--- src/rtl/ddt_defs.svh ---
// Constants of the dual down-timer block: register offsets, field
// positions, reset values and prescaler masks.
// Assumes inclusion by bare name from the design file and the testbench.
`ifndef DDT_DEFS_SVH
`define DDT_DEFS_SVH

// ****************************************
// Register offsets
// ****************************************
`define DDT_ADDR_W 3
`define DDT_DATA_W 8
`define DDT_OFS_CTRL 3'h0
`define DDT_OFS_MODE 3'h1
`define DDT_OFS_CL0 3'h2
`define DDT_OFS_CH0 3'h3
`define DDT_OFS_CL1 3'h4
`define DDT_OFS_CH1 3'h5
`define DDT_OFS_CFG 3'h6
`define DDT_OFS_CSEL 3'h7

// ****************************************
// Field positions
// ****************************************
`define DDT_CTRL_T0_RUN 0
`define DDT_CTRL_T0_FULL 1
`define DDT_CTRL_T1_RUN 2
`define DDT_CTRL_T1_FULL 3
`define DDT_MODE_XTAL_EN 3
`define DDT_CFG_ENABLE 0
`define DDT_CSEL_T1_LSB 4

// ****************************************
// Reset values
// ****************************************
`define DDT_RST_BYTE 8'h00
`define DDT_RST_CSEL 7'h00

// ****************************************
// Prescaler masks
// ****************************************
`define DDT_DIV8_MASK 9'h007
`define DDT_DIV32_MASK 9'h01f
`define DDT_DIV128_MASK 9'h07f
`define DDT_DIV512_MASK 9'h1ff
`define DDT_DIV6_LAST 3'h5

`endif

--- src/rtl/ddt_pkg.sv ---
// Types of the dual down-timer block.
// Assumes ddt_defs.svh is on the include path.
package ddt_pkg;

    // ****************************************
    // Operating modes
    // ****************************************
    typedef enum logic [2:0] {
        DDT_MODE0 = 3'h0,
        DDT_MODE1 = 3'h1,
        DDT_MODE2 = 3'h2,
        DDT_MODE3 = 3'h3,
        DDT_MODE4 = 3'h4,
        DDT_MODE5 = 3'h5,
        DDT_MODE6 = 3'h6,
        DDT_MODE7 = 3'h7
    } ddt_mode_t;

    // ****************************************
    // Run and full bits, low nibble of control
    // ****************************************
    typedef struct packed {
        logic t1_underflow_flag;
        logic t1_run_a;
        logic t0_underflow_flag;
        logic t0_run;
    } ddt_ctrl_t;

endpackage

--- src/rtl/ddt_timer.sv ---
// Dual down-timer module: seven counting modes on eight mode codes (seven acts as six) over four byte registers,
// a register port with one-cycle read latency, selectable count clocks.
// Assumes oscillator and pin inputs are asynchronous levels and that
// clk_i is the register-loading system clock.
`timescale 1ns/1ps
`include "ddt_defs.svh"

module ddt_timer
    import ddt_pkg::*;
#(
    parameter int NSRC = 5
) (
    // Clock and reset
    input wire logic clk_i,
    input wire logic reset_i,
    // Register port
    input wire logic [`DDT_ADDR_W-1:0] addr_i,
    input wire logic [`DDT_DATA_W-1:0] wdata_i,
    input wire logic we_i,
    input wire logic re_i,
    output logic [`DDT_DATA_W-1:0] rdata_o,
    // Oscillators and pin
    input wire logic rc12_osc_i,
    input wire logic lp_osc_i,
    input wire logic rc90_osc_i,
    input wire logic xtal_osc_i,
    input wire logic wake_io_pin_i,
    // Baud tick to the transmitter
    output logic baud_tick_o
);

    // ****************************************
    // Helpers
    // ****************************************
    function automatic logic [16:0] step16(input logic [15:0] cnt, input logic [15:0] rld,
                                           input logic reload);
        logic [16:0] res;
        res = {1'b0, cnt - 16'h0001};
        if (cnt == 16'h0000) begin
            res = {1'b1, reload ? rld : cnt};
        end
        return res;
    endfunction

    function automatic logic [8:0] step8(input logic [7:0] cnt, input logic [7:0] rld,
                                         input logic reload);
        logic [8:0] res;
        res = {1'b0, cnt - 8'h01};
        if (cnt == 8'h00) begin
            res = {1'b1, reload ? rld : cnt};
        end
        return res;
    endfunction

    function automatic logic pick(input logic [3:0] sel, input logic [9:0] ticks);
        logic hit;
        hit = 1'b0;
        if (sel < 4'ha) begin
            hit = ticks[sel];
        end
        return hit;
    endfunction

    // ****************************************
    // State
    // ****************************************
    ddt_ctrl_t ctrl_r, ctrl_nxt;
    ddt_mode_t mode_r, mode_nxt;
    logic xtal_en_r, xtal_en_nxt;
    logic enable_r, enable_nxt;
    logic [6:0] csel_r, csel_nxt;
    logic [7:0] tl0_r, tl0_nxt, th0_r, th0_nxt, tl1_r, tl1_nxt, th1_r, th1_nxt;
    logic [7:0] rdata_r, rdata_nxt, rd_val;
    logic baud_r, baud_nxt, t1_evt_r, t1_evt_nxt;
    logic [8:0] rc_div_r, rc_div_nxt, xd512_r, xd512_nxt;
    logic [2:0] xd6_r, xd6_nxt, r90_r, r90_nxt;
    logic [NSRC-1:0] src, rise, chg;
    logic [9:0] tk0_vec, tk1_vec;
    logic tk0, tk1, uf0, uf1, uf2, rl0, rl1, xrise;

    assign src = {wake_io_pin_i, xtal_osc_i, rc90_osc_i, lp_osc_i, rc12_osc_i};

    // ****************************************
    // Input synchronisers
    // ****************************************
    // Three stages; a level counts once stages two and three agree
    genvar g;
    generate
        for (g = 0; g < NSRC; g++) begin : g_sync
            logic [2:0] sh_r, sh_nxt;
            logic stb_r, stb_nxt;
            always_comb begin
                sh_nxt = {sh_r[1:0], src[g]};
                stb_nxt = (sh_r[1] == sh_r[2]) ? sh_r[2] : stb_r;
            end
            always_ff @(posedge clk_i or posedge reset_i) begin
                if (reset_i) begin
                    sh_r <= 3'h0;
                    stb_r <= 1'b0;
                end else begin
                    sh_r <= sh_nxt;
                    stb_r <= stb_nxt;
                end
            end
            assign rise[g] = stb_nxt & ~stb_r;
            assign chg[g] = stb_nxt ^ stb_r;
        end
    endgenerate

    // ****************************************
    // Prescalers and clock selection
    // ****************************************
    // Dividers are held cleared while disabled to save power
    always_comb begin
        xrise = rise[3] & xtal_en_r;
        rc_div_nxt = rc_div_r;
        xd512_nxt = xd512_r;
        xd6_nxt = xd6_r;
        r90_nxt = r90_r;
        if (rise[0]) begin
            rc_div_nxt = rc_div_r + 9'h001;
        end
        if (xrise) begin
            xd512_nxt = xd512_r + 9'h001;
            xd6_nxt = (xd6_r == `DDT_DIV6_LAST) ? 3'h0 : xd6_r + 3'h1;
        end
        if (rise[2]) begin
            r90_nxt = r90_r + 3'h1;
        end
        if (!enable_r) begin
            rc_div_nxt = 9'h000;
            xd512_nxt = 9'h000;
            xd6_nxt = 3'h0;
            r90_nxt = 3'h0;
        end
        // Prescaling runs on the raw RC edges, not on the system divider
        tk0_vec[0] = rise[0];
        tk0_vec[1] = rise[0] && ((rc_div_r & `DDT_DIV8_MASK) == `DDT_DIV8_MASK);
        tk0_vec[2] = rise[0] && ((rc_div_r & `DDT_DIV32_MASK) == `DDT_DIV32_MASK);
        tk0_vec[3] = rise[0] && ((rc_div_r & `DDT_DIV128_MASK) == `DDT_DIV128_MASK);
        tk0_vec[4] = rise[0] && ((rc_div_r & `DDT_DIV512_MASK) == `DDT_DIV512_MASK);
        tk0_vec[5] = chg[1];
        tk0_vec[6] = xrise && (xd6_r == `DDT_DIV6_LAST);
        tk0_vec[7] = t1_evt_r;
        tk0_vec[8] = xrise && (xd512_r == `DDT_DIV512_MASK);
        tk0_vec[9] = rise[2] && (r90_r == 3'h7);
        tk1_vec = {2'b00, rise[4], tk0_vec[6:0]};
        tk0 = pick(csel_r[3:0], tk0_vec) & enable_r;
        tk1 = pick({1'b0, csel_r[6:4]}, tk1_vec) & enable_r;
    end

    // ****************************************
    // Counters and register writes
    // ****************************************
    always_comb begin
        ctrl_nxt = ctrl_r;
        mode_nxt = mode_r;
        xtal_en_nxt = xtal_en_r;
        enable_nxt = enable_r;
        csel_nxt = csel_r;
        tl0_nxt = tl0_r;
        th0_nxt = th0_r;
        tl1_nxt = tl1_r;
        th1_nxt = th1_r;
        uf0 = 1'b0;
        uf1 = 1'b0;
        uf2 = 1'b0;
        rl0 = 1'b0;
        rl1 = 1'b0;
        unique case (mode_r)
            DDT_MODE0: begin
                rl0 = 1'b1;
                if (ctrl_r.t0_run && tk0) begin
                    {uf0, th0_nxt, tl0_nxt} = step16({th0_r, tl0_r}, {8'h00, tl1_r}, 1'b1);
                end
            end
            DDT_MODE1: begin
                rl1 = 1'b1;
                if (ctrl_r.t0_run && tk0) begin
                    {uf0, th0_nxt, tl0_nxt} = step16({th0_r, tl0_r}, 16'h0000, 1'b0);
                end
                if (ctrl_r.t1_run_a && tk1) begin
                    {uf1, tl1_nxt} = step8(tl1_r, th1_r, 1'b1);
                end
            end
            DDT_MODE2: begin
                rl0 = 1'b1;
                rl1 = 1'b1;
                if (ctrl_r.t0_run && tk0) begin
                    {uf0, tl0_nxt} = step8(tl0_r, th0_r, 1'b1);
                end
                if (ctrl_r.t1_run_a && tk1) begin
                    {uf1, tl1_nxt} = step8(tl1_r, th1_r, 1'b1);
                end
            end
            DDT_MODE3: begin
                if (ctrl_r.t0_run && tk0) begin
                    {uf0, tl0_nxt} = step8(tl0_r, 8'h00, 1'b0);
                end
                if (ctrl_r.t1_run_a && tk0) begin
                    {uf1, th0_nxt} = step8(th0_r, 8'h00, 1'b0);
                end
                // Third timer has no run bit; it runs whenever enabled
                if (tk1) begin
                    {uf2, tl1_nxt} = step8(tl1_r, th1_r, 1'b1);
                end
            end
            DDT_MODE4: begin
                rl1 = 1'b1;
                if (ctrl_r.t1_run_a && tk1) begin
                    {uf1, th1_nxt, tl1_nxt} = step16({th1_r, tl1_r}, {th0_r, tl0_r}, 1'b1);
                end
            end
            DDT_MODE5: begin
                rl0 = 1'b1;
                if (ctrl_r.t0_run && tk0) begin
                    {uf0, tl0_nxt} = step8(tl0_r, th0_r, 1'b1);
                end
                if (ctrl_r.t1_run_a && tk1) begin
                    {uf1, th1_nxt, tl1_nxt} = step16({th1_r, tl1_r}, 16'h0000, 1'b0);
                end
            end
            // Mode seven is left to calibration firmware; it acts as mode six
            DDT_MODE6, DDT_MODE7: begin
                if (ctrl_r.t0_run && tk0) begin
                    {uf0, th0_nxt, tl0_nxt} = step16({th0_r, tl0_r}, 16'h0000, 1'b0);
                end
                if (ctrl_r.t1_run_a && tk1) begin
                    {uf1, th1_nxt, tl1_nxt} = step16({th1_r, tl1_r}, 16'h0000, 1'b0);
                end
            end
        endcase
        // Flags are only polled; there is no interrupt line
        if (uf0) begin
            ctrl_nxt.t0_underflow_flag = 1'b1;
            ctrl_nxt.t0_run = ctrl_r.t0_run & rl0;
        end
        if (uf1) begin
            ctrl_nxt.t1_underflow_flag = 1'b1;
            ctrl_nxt.t1_run_a = ctrl_r.t1_run_a & rl1;
        end
        if (we_i) begin
            case (addr_i)
                `DDT_OFS_CTRL: begin
                    ctrl_nxt.t0_run = wdata_i[`DDT_CTRL_T0_RUN];
                    ctrl_nxt.t1_run_a = wdata_i[`DDT_CTRL_T1_RUN];
                    // A same-cycle underflow beats the software clear
                    ctrl_nxt.t0_underflow_flag = wdata_i[`DDT_CTRL_T0_FULL] | uf0;
                    ctrl_nxt.t1_underflow_flag = wdata_i[`DDT_CTRL_T1_FULL] | uf1;
                end
                `DDT_OFS_MODE: begin
                    mode_nxt = ddt_mode_t'(wdata_i[2:0]);
                    xtal_en_nxt = wdata_i[`DDT_MODE_XTAL_EN];
                end
                `DDT_OFS_CL0: tl0_nxt = wdata_i;
                `DDT_OFS_CH0: th0_nxt = wdata_i;
                `DDT_OFS_CL1: tl1_nxt = wdata_i;
                `DDT_OFS_CH1: th1_nxt = wdata_i;
                `DDT_OFS_CFG: enable_nxt = wdata_i[`DDT_CFG_ENABLE];
                `DDT_OFS_CSEL: csel_nxt = wdata_i[6:0];
                default: begin
                end
            endcase
        end
        baud_nxt = (((mode_r == DDT_MODE1) || (mode_r == DDT_MODE2)) && uf1)
                   || ((mode_r == DDT_MODE3) && uf2);
        t1_evt_nxt = uf1 | uf2;
    end

    // ****************************************
    // Read path
    // ****************************************
    always_comb begin
        case (addr_i)
            `DDT_OFS_CTRL: rd_val = {4'h0, ctrl_r};
            `DDT_OFS_MODE: rd_val = {4'h0, xtal_en_r, mode_r};
            `DDT_OFS_CL0: rd_val = tl0_r;
            `DDT_OFS_CH0: rd_val = th0_r;
            `DDT_OFS_CL1: rd_val = tl1_r;
            `DDT_OFS_CH1: rd_val = th1_r;
            `DDT_OFS_CFG: rd_val = {7'h00, enable_r};
            default: rd_val = {1'b0, csel_r};
        endcase
        rdata_nxt = re_i ? rd_val : 8'h00;
    end

    always_ff @(posedge clk_i or posedge reset_i) begin
        if (reset_i) begin
            ctrl_r <= '0;
            mode_r <= DDT_MODE0;
            xtal_en_r <= 1'b0;
            enable_r <= 1'b0;
            csel_r <= `DDT_RST_CSEL;
            tl0_r <= `DDT_RST_BYTE;
            th0_r <= `DDT_RST_BYTE;
            tl1_r <= `DDT_RST_BYTE;
            th1_r <= `DDT_RST_BYTE;
            rdata_r <= `DDT_RST_BYTE;
            baud_r <= 1'b0;
            t1_evt_r <= 1'b0;
            rc_div_r <= 9'h000;
            xd512_r <= 9'h000;
            xd6_r <= 3'h0;
            r90_r <= 3'h0;
        end else begin
            ctrl_r <= ctrl_nxt;
            mode_r <= mode_nxt;
            xtal_en_r <= xtal_en_nxt;
            enable_r <= enable_nxt;
            csel_r <= csel_nxt;
            tl0_r <= tl0_nxt;
            th0_r <= th0_nxt;
            tl1_r <= tl1_nxt;
            th1_r <= th1_nxt;
            rdata_r <= rdata_nxt;
            baud_r <= baud_nxt;
            t1_evt_r <= t1_evt_nxt;
            rc_div_r <= rc_div_nxt;
            xd512_r <= xd512_nxt;
            xd6_r <= xd6_nxt;
            r90_r <= r90_nxt;
        end
    end

    assign rdata_o = rdata_r;
    assign baud_tick_o = baud_r;
endmodule

--- config.mk ---
export PLATFORM = sky130hd
export DESIGN_NAME = ddt_timer
export DESIGN_NICKNAME = d
export VERILOG_FILES = /design/src/rtl/ddt_pkg.sv /design/src/rtl/ddt_timer.sv
export VERILOG_INCLUDE_DIRS = /design/src /design/src/rtl
export SDC_FILE = /design/constraint.sdc
export NUM_CORES = 1
export LEC_CHECK = 0
export BUFFER_PORTS_ARGS = -buffer_cell sky130_fd_sc_hd__buf_2
export CAP_MARGIN = 20
export CORE_AREA = 2 2 138 193
export DETAILED_ROUTE_END_ITERATION = 12
export DIE_AREA = 0 0 140 195
export SLEW_MARGIN = 30
export SYNTH_ARGS = -nofsm -noshare
export SYNTH_HDL_FRONTEND = slang
export SYNTH_SLANG_ARGS = --single-unit
--- constraint.sdc ---
create_clock -name clk_i -period 4.9 [get_ports clk_i]
set_input_delay 0.245 -clock clk_i [delete_from_list [all_inputs] [get_ports clk_i]]
set_output_delay 0.245 -clock clk_i [all_outputs]
set_load 0.1 [all_outputs]
==> flow_summary.json, run 1 <==
{
  "crit_family": "simple AND/OR/NAND/NOR gates",
  "cts_resized": 0,
  "met3_usage_pct": 3.384,
  "cts_buffer_depth": 2,
  "first_iter_violations": 904,
  "grt_antenna_before_repair": 1,
  "violations": "DRC",
  "crit_type": "reg -> reg",
  "die_w_um": 140,
  "cts_tree": "done",
  "ctsRootBufferMaster": "clkbuf_16",
  "crit_start": "tl1_r[0]",
  "ir_drop_mv": 0.1854,
  "r2r_setup_slack_ps": 1460,
  "final_antenna_net_count": 0,
  "coreArea_sq_um": 25470,
  "crit_fanout": 16,
  "maxSlewHeadroom_pct": 36.45,
  "synth_area_leaders": "dfrtp_1 36%, nand2_1 5.2%, nor2_1 4.7%",
  "synthMostInstantiatedCell": "dfrtp_1",
  "wl_per_cell_um": 21.74,
  "gp_congestion": 0.9905,
  "synth-edff-count": 0,
  "post-dp-hpwl_mm": 17.79,
  "drc": 4,
  "startpoint_type": "flop",
  "power_density_nw_per_um2": 447.0,
  "tightest_slew_ps": 949.7,
  "rsz0062_at_grt": "no",
  "drive_gt1_share_pct": 10.85,
  "path_common_cell": "a21oi_1",
  "slew_violations": 0,
  "clock_latency_ps": 370,
  "cts_num_sinks": 102,
  "slowest_stage": "nor4_4",
  "pin_count": 29,
  "worst-r2r-cell-count": 9,
  "drv_cap": 0,
  "hold_class": "in -> async",
  "avgViaCountPerCell": 5.883,
  "synth_area_per_cell_sq_um": 8.296,
  "grt_first_pass_wirelength_mm": 39.44,
  "ys_types": 86,
  "ys_top_cells_by_count": "102 x dfrtp_1, 97 x nand2_1, 88 x nor2_1, 59 x o21ai_0, 53 x clkbuf_1",
  "worstPathCellList": "inv_1 -> ha_1 -> or4b_4 -> nor4_4 -> nand2_1 -> nor2_1 -> a21oi_1 -> o22ai_1 -> a21oi_1",
  "drt-total-wl_mm": 25.22,
  "slowest_delay_ps": 880,
  "h-tree-depth": 3,
  "area_delta_synth_final_pct": 9.931,
  "cp-endpoint": "th1_r[1]",
  "required_ps": 5130,
  "track_usage_pct": 18.65,
  "path_clk_slew_ps": 70,
  "syn_inst": 852,
  "overflow": 0,
  "vias": 6824,
  "synth_seq_cells": 102,
  "rows": 69,
  "async_flop_share_pct": 100.0,
  "regToRegEndpoint": "th1_r[1]",
  "grt_max_degree": 63,
  "numCtsBuffers": 9,
  "ys_seq_area_share_pct": 36.11,
  "post-route-period-util_pct": 70.17,
  "setup_tns_ps": 0,
  "r2r-start": "tl1_r[0]",
  "status": "finished, violations left",
  "port_buffers": 28,
  "gr-usage-met1_pct": 22.94,
  "synth_nets": 883,
  "p_leak_nw": 3.011,
  "synth_largest_area_cell": "dfrtp_1",
  "grt_pass1_vias": 6672,
  "clock.fmax_mhz": 290.8,
  "end_kind": "flop",
  "total_power_mw": 3.473,
  "die_area_sq_um": 27300,
  "nFillCells": 2696,
  "synth_flop_cell": "dfrtp_1",
  "start_util_pct": 27.75,
  "die_h_um": 195,
  "finalClockSkew_ps": 15.09,
  "synth.top_cell.area_share_pct": 36.11,
  "synth-warning-count": 0,
  "drt_first_pass_iters": 10,
  "arrival_ps": 3660,
  "hold_viol_final": 0,
  "worst-path-stages": 9,
  "grt.busiest_layer": "met2",
  "setup_viol": 0,
  "use_met2_pct": 29.06,
  "period_needed_ps": 3439,
  "syn-cell-area_sq_um": 7068,
  "path_buf_inv": 1,
  "fin_util_pct": 30.51,
  "finalNetCount": 865
}
-- placed cells by master, fill, tap and decap left out, types with 12 or more instances in the layout --
master / netlist / routed
nand2_1: 97 / 97
and2_1: 19 / 19
nand4_1: 18 / 18
nor2_1: 88 / 88
mux2_2: 16 / 16
a31oi_1: 18 / 18
a21boi_0: 12 / 12
mux2i_1: 21 / 21
xnor2_1: 17 / 17
dfrtp_1: 102 / 102
a21oi_1: 47 / 47
o21ai_0: 59 / 59
nand3_1: 29 / 29
nor3_1: 17 / 17
inv_1: 16 / 15
buf_2: 11 / 28
-- state kept, by name, summed over array words and instances, names as in the netlist --
signal / flops
xd6_r: 3
xd512_r: 9
csel_r: 7
tl1_r: 8
th0_r: 8
r90_r: 3
rc_div_r: 9
baud_tick_o: 1
g_sync.sh_r: 15
th1_r: 8
g_sync.stb_r: 5
t1_evt_r: 1
mode_r: 3
ctrl_r: 4
enable_r: 1
xtal_en_r: 1
rdata_o: 8
tl0_r: 8
-- where the power goes --
part	switching (mW)	leakage, nW	internal [mW]
logic	0.704	1.58	0.469
clock network	0.365	0.174	0.508
registers	0.441	1.26	0.986
total	1.51	3.01	1.96
-- metrics by stage --
step,hold slack (ps),setup WS (ps),instances,instance area (sq um)
floorplan,276.4,1980,852,7068
global placement,333.2,1516,1137,7363
detailed placement,334.7,1551,1137,7363
CTS,56.03,1539,1158,7765
global route,81.49,1351,1158,7765
finish,6.737,1461,1160,7770
-- kinds of logic (layout without fill, tap and decap cells) --
logic type,after synthesis,count (layout),synth area share (%)
muxes,39,39,6.001
xor gates and xnor gates,22,22,2.726
AOI/OAI and AO/OA,243,243,23.01
adders and majority gates,16,16,2.655
DFF,102,102,36.11
buffers and inverters,86,73,5.187
and+or+nand+nor,344,344,24.31
other,0,2,0
-- metal layers --
metal / up-vias / routed length (um)
met3: 133 / 2067
met5: - / 0
met2: 352 / 11400
met4: 0 / 1902
li1: 3100 / -
met1: 3239 / 9849
-- area by class of cell --
type	count	area (sq um)	area share [%]
Multi-Input combinational cell	664	4149	53.40
Sequential cell	102	2552	32.85
Tap cell	319	399.1	5.137
Timing Repair Buffer	41	250.2	3.221
Clock buffer	9	225.2	2.899
Clock inverter	7	126.4	1.626
Inverter	16	62.56	0.8052
Antenna cell	2	5.005	0.06441
-- worst min path at each step --
stage / endpoint / depth (start not counted)
after detailed placement: g_sync[1].sh_r[1] / 0
after CTS: csel_r[2] / 2
final: g_sync[0].sh_r[1] / 2
after floorplan: g_sync[0].sh_r[0] / 0
after global routing: g_sync[0].sh_r[1] / 2
after global placement: g_sync[4].sh_r[1] / 0
-- what timing repair did --
item                      CTS  global route
setup buffers               0             0
hold endpoints to repair    5             0
hold buffers                5             0
Note: power is estimated with default switching activity, not from simulation.
==> run 2, diff against run 1 <==
- ABC_AREA: not set -> 1
- CORE_AREA: 2 2 138 193 -> 2 2 140 197
- DIE_AREA: 0 0 140 195 -> 0 0 142 199
- clock period: 4.9 -> 2.95 ns (I/O delays scaled with it)
==> flow_summary.json, run 2 <==
{
  "status": "complete, no violations",
  "synth_area_per_cell_sq_um": 6.774,
  "setup_viol": 0,
  "clock_latency_ps": 360,
  "cts_tree": "done",
  "slowest_stage": "dfrtp_1",
  "grt_pass1_vias": 7379,
  "hold_depth": 3,
  "required_ps": 3240,
  "ff_latch_area_sq_um": 2552,
  "end_kind": "flop",
  "path_common_cell": "nand2_1",
  "ir_drop_mv": 0.3336,
  "ys_types": 49,
  "hold_class": "in -> reg",
  "slew_violations": 0,
  "ctsRootBufferMaster": "clkbuf_16",
  "hold_viol_final": 0,
  "post_cts_buffers": 0,
  "syn-cell-area_sq_um": 7357,
  "first_iter_violations": 627,
  "nFillCells": 2887,
  "grt_first_pass_wirelength_mm": 40.49,
  "rsz0062_at_grt": "no",
  "synth-warning-count": 0,
  "drive_gt1_share_pct": 10.89,
  "antennaDiodeCount": 0,
  "synth_area_leaders": "dfrtp_1 35%, nand2_1 13%, nor2_1 7.0%",
  "grt_antenna_before_repair": 0,
  "synth_seq_cells": 102,
  "p_leak_nw": 3.983,
  "multi_input_comb_area_sq_um": 4104,
  "postPlaceCellArea_sq_um": 8016,
  "die_w_um": 142,
  "maxSlewHeadroom_pct": 58.24,
  "startpoint_type": "flop",
  "vias": 7653,
  "worstPathCellList": "ha_1 -> nand3_1 -> nor3_1 -> ha_1 -> nand2_1 -> nand2_1 -> nand3_1 -> nand2_1 -> nand2_1 -> nand2_2 -> nand3_4 -> inv_2 -> buf_4 -> nand2_1 -> nand2_1 -> nor2_1 -> nor2_1",
  "finalNetCount": 1165,
  "coreArea_sq_um": 26560,
  "drt_first_pass_iters": 5,
  "synth_nets": 1117,
  "avgViaCountPerCell": 5.217,
  "grt_max_degree": 53,
  "port_buffers": 28,
  "slowest_delay_ps": 390,
  "synth.top_cell.area_share_pct": 34.69,
  "tightest_slew_ps": 626.4,
  "start_util_pct": 27.70,
  "cts_buffer_depth": 2,
  "crit_type": "reg -> reg",
  "path_clk_slew_ps": 80,
  "synth_largest_area_cell": "dfrtp_1",
  "reg.largest.list": "g_sync.sh_r: 15 flops, rc_div_r: 9 flops, xd512_r: 9 flops",
  "power_density_nw_per_um2": 877.7,
  "drt-total-wl_mm": 25.80,
  "final_antenna_net_count": 0,
  "finalClockSkew_ps": 14.00,
  "largest_register_ffs": 15,
  "numCtsBuffers": 9,
  "track_usage_pct": 18.55,
  "layout_common_cells": "248 x nand2_1, 137 x nor2_1, 121 x inv_1",
  "post-dp-hpwl_mm": 19.98,
  "area_delta_synth_final_pct": 13.89,
  "setup_tns_ps": 0,
  "syn_inst": 1086,
  "crit_fanout": 15,
  "die_area_sq_um": 28260,
  "final_common_cell": "nand2_1",
  "rows": 71,
  "r2r_setup_slack_ps": 320,
  "wl_per_cell_um": 17.59,
  "gp_congestion": 0.9954,
  "worst-r2r-cell-count": 17,
  "synth-edff-count": 0,
  "async_flop_share_pct": 100.0,
  "top_register": "g_sync.sh_r",
  "drc": 0,
  "h-tree-depth": 3,
  "synthMostInstantiatedCell": "nand2_1",
  "clock.fmax_mhz": 379.8,
  "die_h_um": 199,
  "ys_seq_area_share_pct": 34.69,
  "arrival_ps": 2920,
  "overflow": 0,
  "cts_num_sinks": 102,
  "ys_top_cells_by_count": "248 x nand2_1, 137 x nor2_1, 122 x inv_1, 102 x dfrtp_1, 93 x o21ai_0",
  "post-route-period-util_pct": 89.25,
  "period_needed_ps": 2633,
  "synth_flop_cell": "dfrtp_1",
  "pin_count": 29,
  "finalInstanceArea_sq_um": 8379,
  "drv_cap": 0
}
run 2: cell types whose count changed in the layout (fill, tap and decap cells not counted), sizes merged, moves of 16 or more:
cell,before,now
and2,19,0
buf,36,66
inv,19,134
mux2,17,0
mux2i,21,0
nand2,98,256
nand3,29,88
nor2,89,143
o21ai,66,109
o22ai,9,25
run 2: worst paths after layout:
| kind | startpoint | endpoint |
|---|---|---|
| hold reg to reg | g_sync[1].sh_r[0] | g_sync[1].sh_r[1] |
| max in group asynchronous | reset_i | t1_evt_r |
| setup / recovery | rc_div_r[0] | tl1_r[3] |
| setup reg to reg | rc_div_r[0] | tl1_r[3] |
| hold / removal | re_i | rdata_o[5] |
| min in group asynchronous | reset_i | r90_r[2] |
run 2: cells by family (layout without fill, tap and decap cells):
kind of cell	Yosys count	after routing	synth area share, %
flip-flops	102	102	34.69
XOR/XNOR	22	22	2.619
AO/OA/AOI/OAI	247	247	19.57
buffers and inverters	170	223	9.524
AND/OR/NAND/NOR	532	532	31.45
adder cells (fa/ha/maj)	13	13	2.143
run 2: area by class of cell:
class	count	share of cell area (%)
Clock buffer	10	2.852
Sequential cell	102	30.46
Multi-Input combinational cell	814	48.98
Tap cell	328	4.898
Clock inverter	6	0.7615
Inverter	135	6.107
Timing Repair Buffer	72	5.943
run 2: timing repair:
item                      4_1_cts  5_1_grt
resized for setup               0        0
hold endpoints to repair       54        0
hold buffers                    6        0
run 2: worst max-delay path: cells and delay by family, from the launching register on:
family        cells  cell delay [ps]
buf+inv           2              540
flops             1              390
fa+ha+maj         2              370
simple gates     13             1250
run 2: metal layers:
metal / track usage, % / share of wire (%) / vias to the layer above
met5: 0 / 0 / -
met4: 13.26 / 7.6 / 0
met3: 2.118 / 5.6 / 97
met1: 20.73 / 38 / 3557
met2: 32.55 / 49 / 292
li1: - / - / 3707
run 2: through the flow:
| step | instances | power [mW] | util (%) | worst slack, ps | hold slack, ps |
|---|---|---|---|---|---|
| floorplan | 1086 | 4.819 | - | 127.0 | 178.9 |
| global placement | 1445 | 6.052 | 30.18 | 370.3 | 255.4 |
| detailed placement | 1445 | 6.047 | 30.18 | 336.7 | 262.1 |
| CTS | 1467 | 7.311 | 31.55 | 312.0 | 72.74 |
| global route | 1467 | 7.915 | 31.55 | 19.41 | 91.49 |
| finish | 1467 | 7.354 | 31.55 | 317.2 | 80.97 |
run 2: where the power goes:
part / switching [mW] / internal, mW / total (mW)
sequential: 0.505 / 1.71 / 2.21
combinational: 2.63 / 1.28 / 3.91
clock: 0.605 / 0.620 / 1.23
total: 3.74 / 3.61 / 7.35
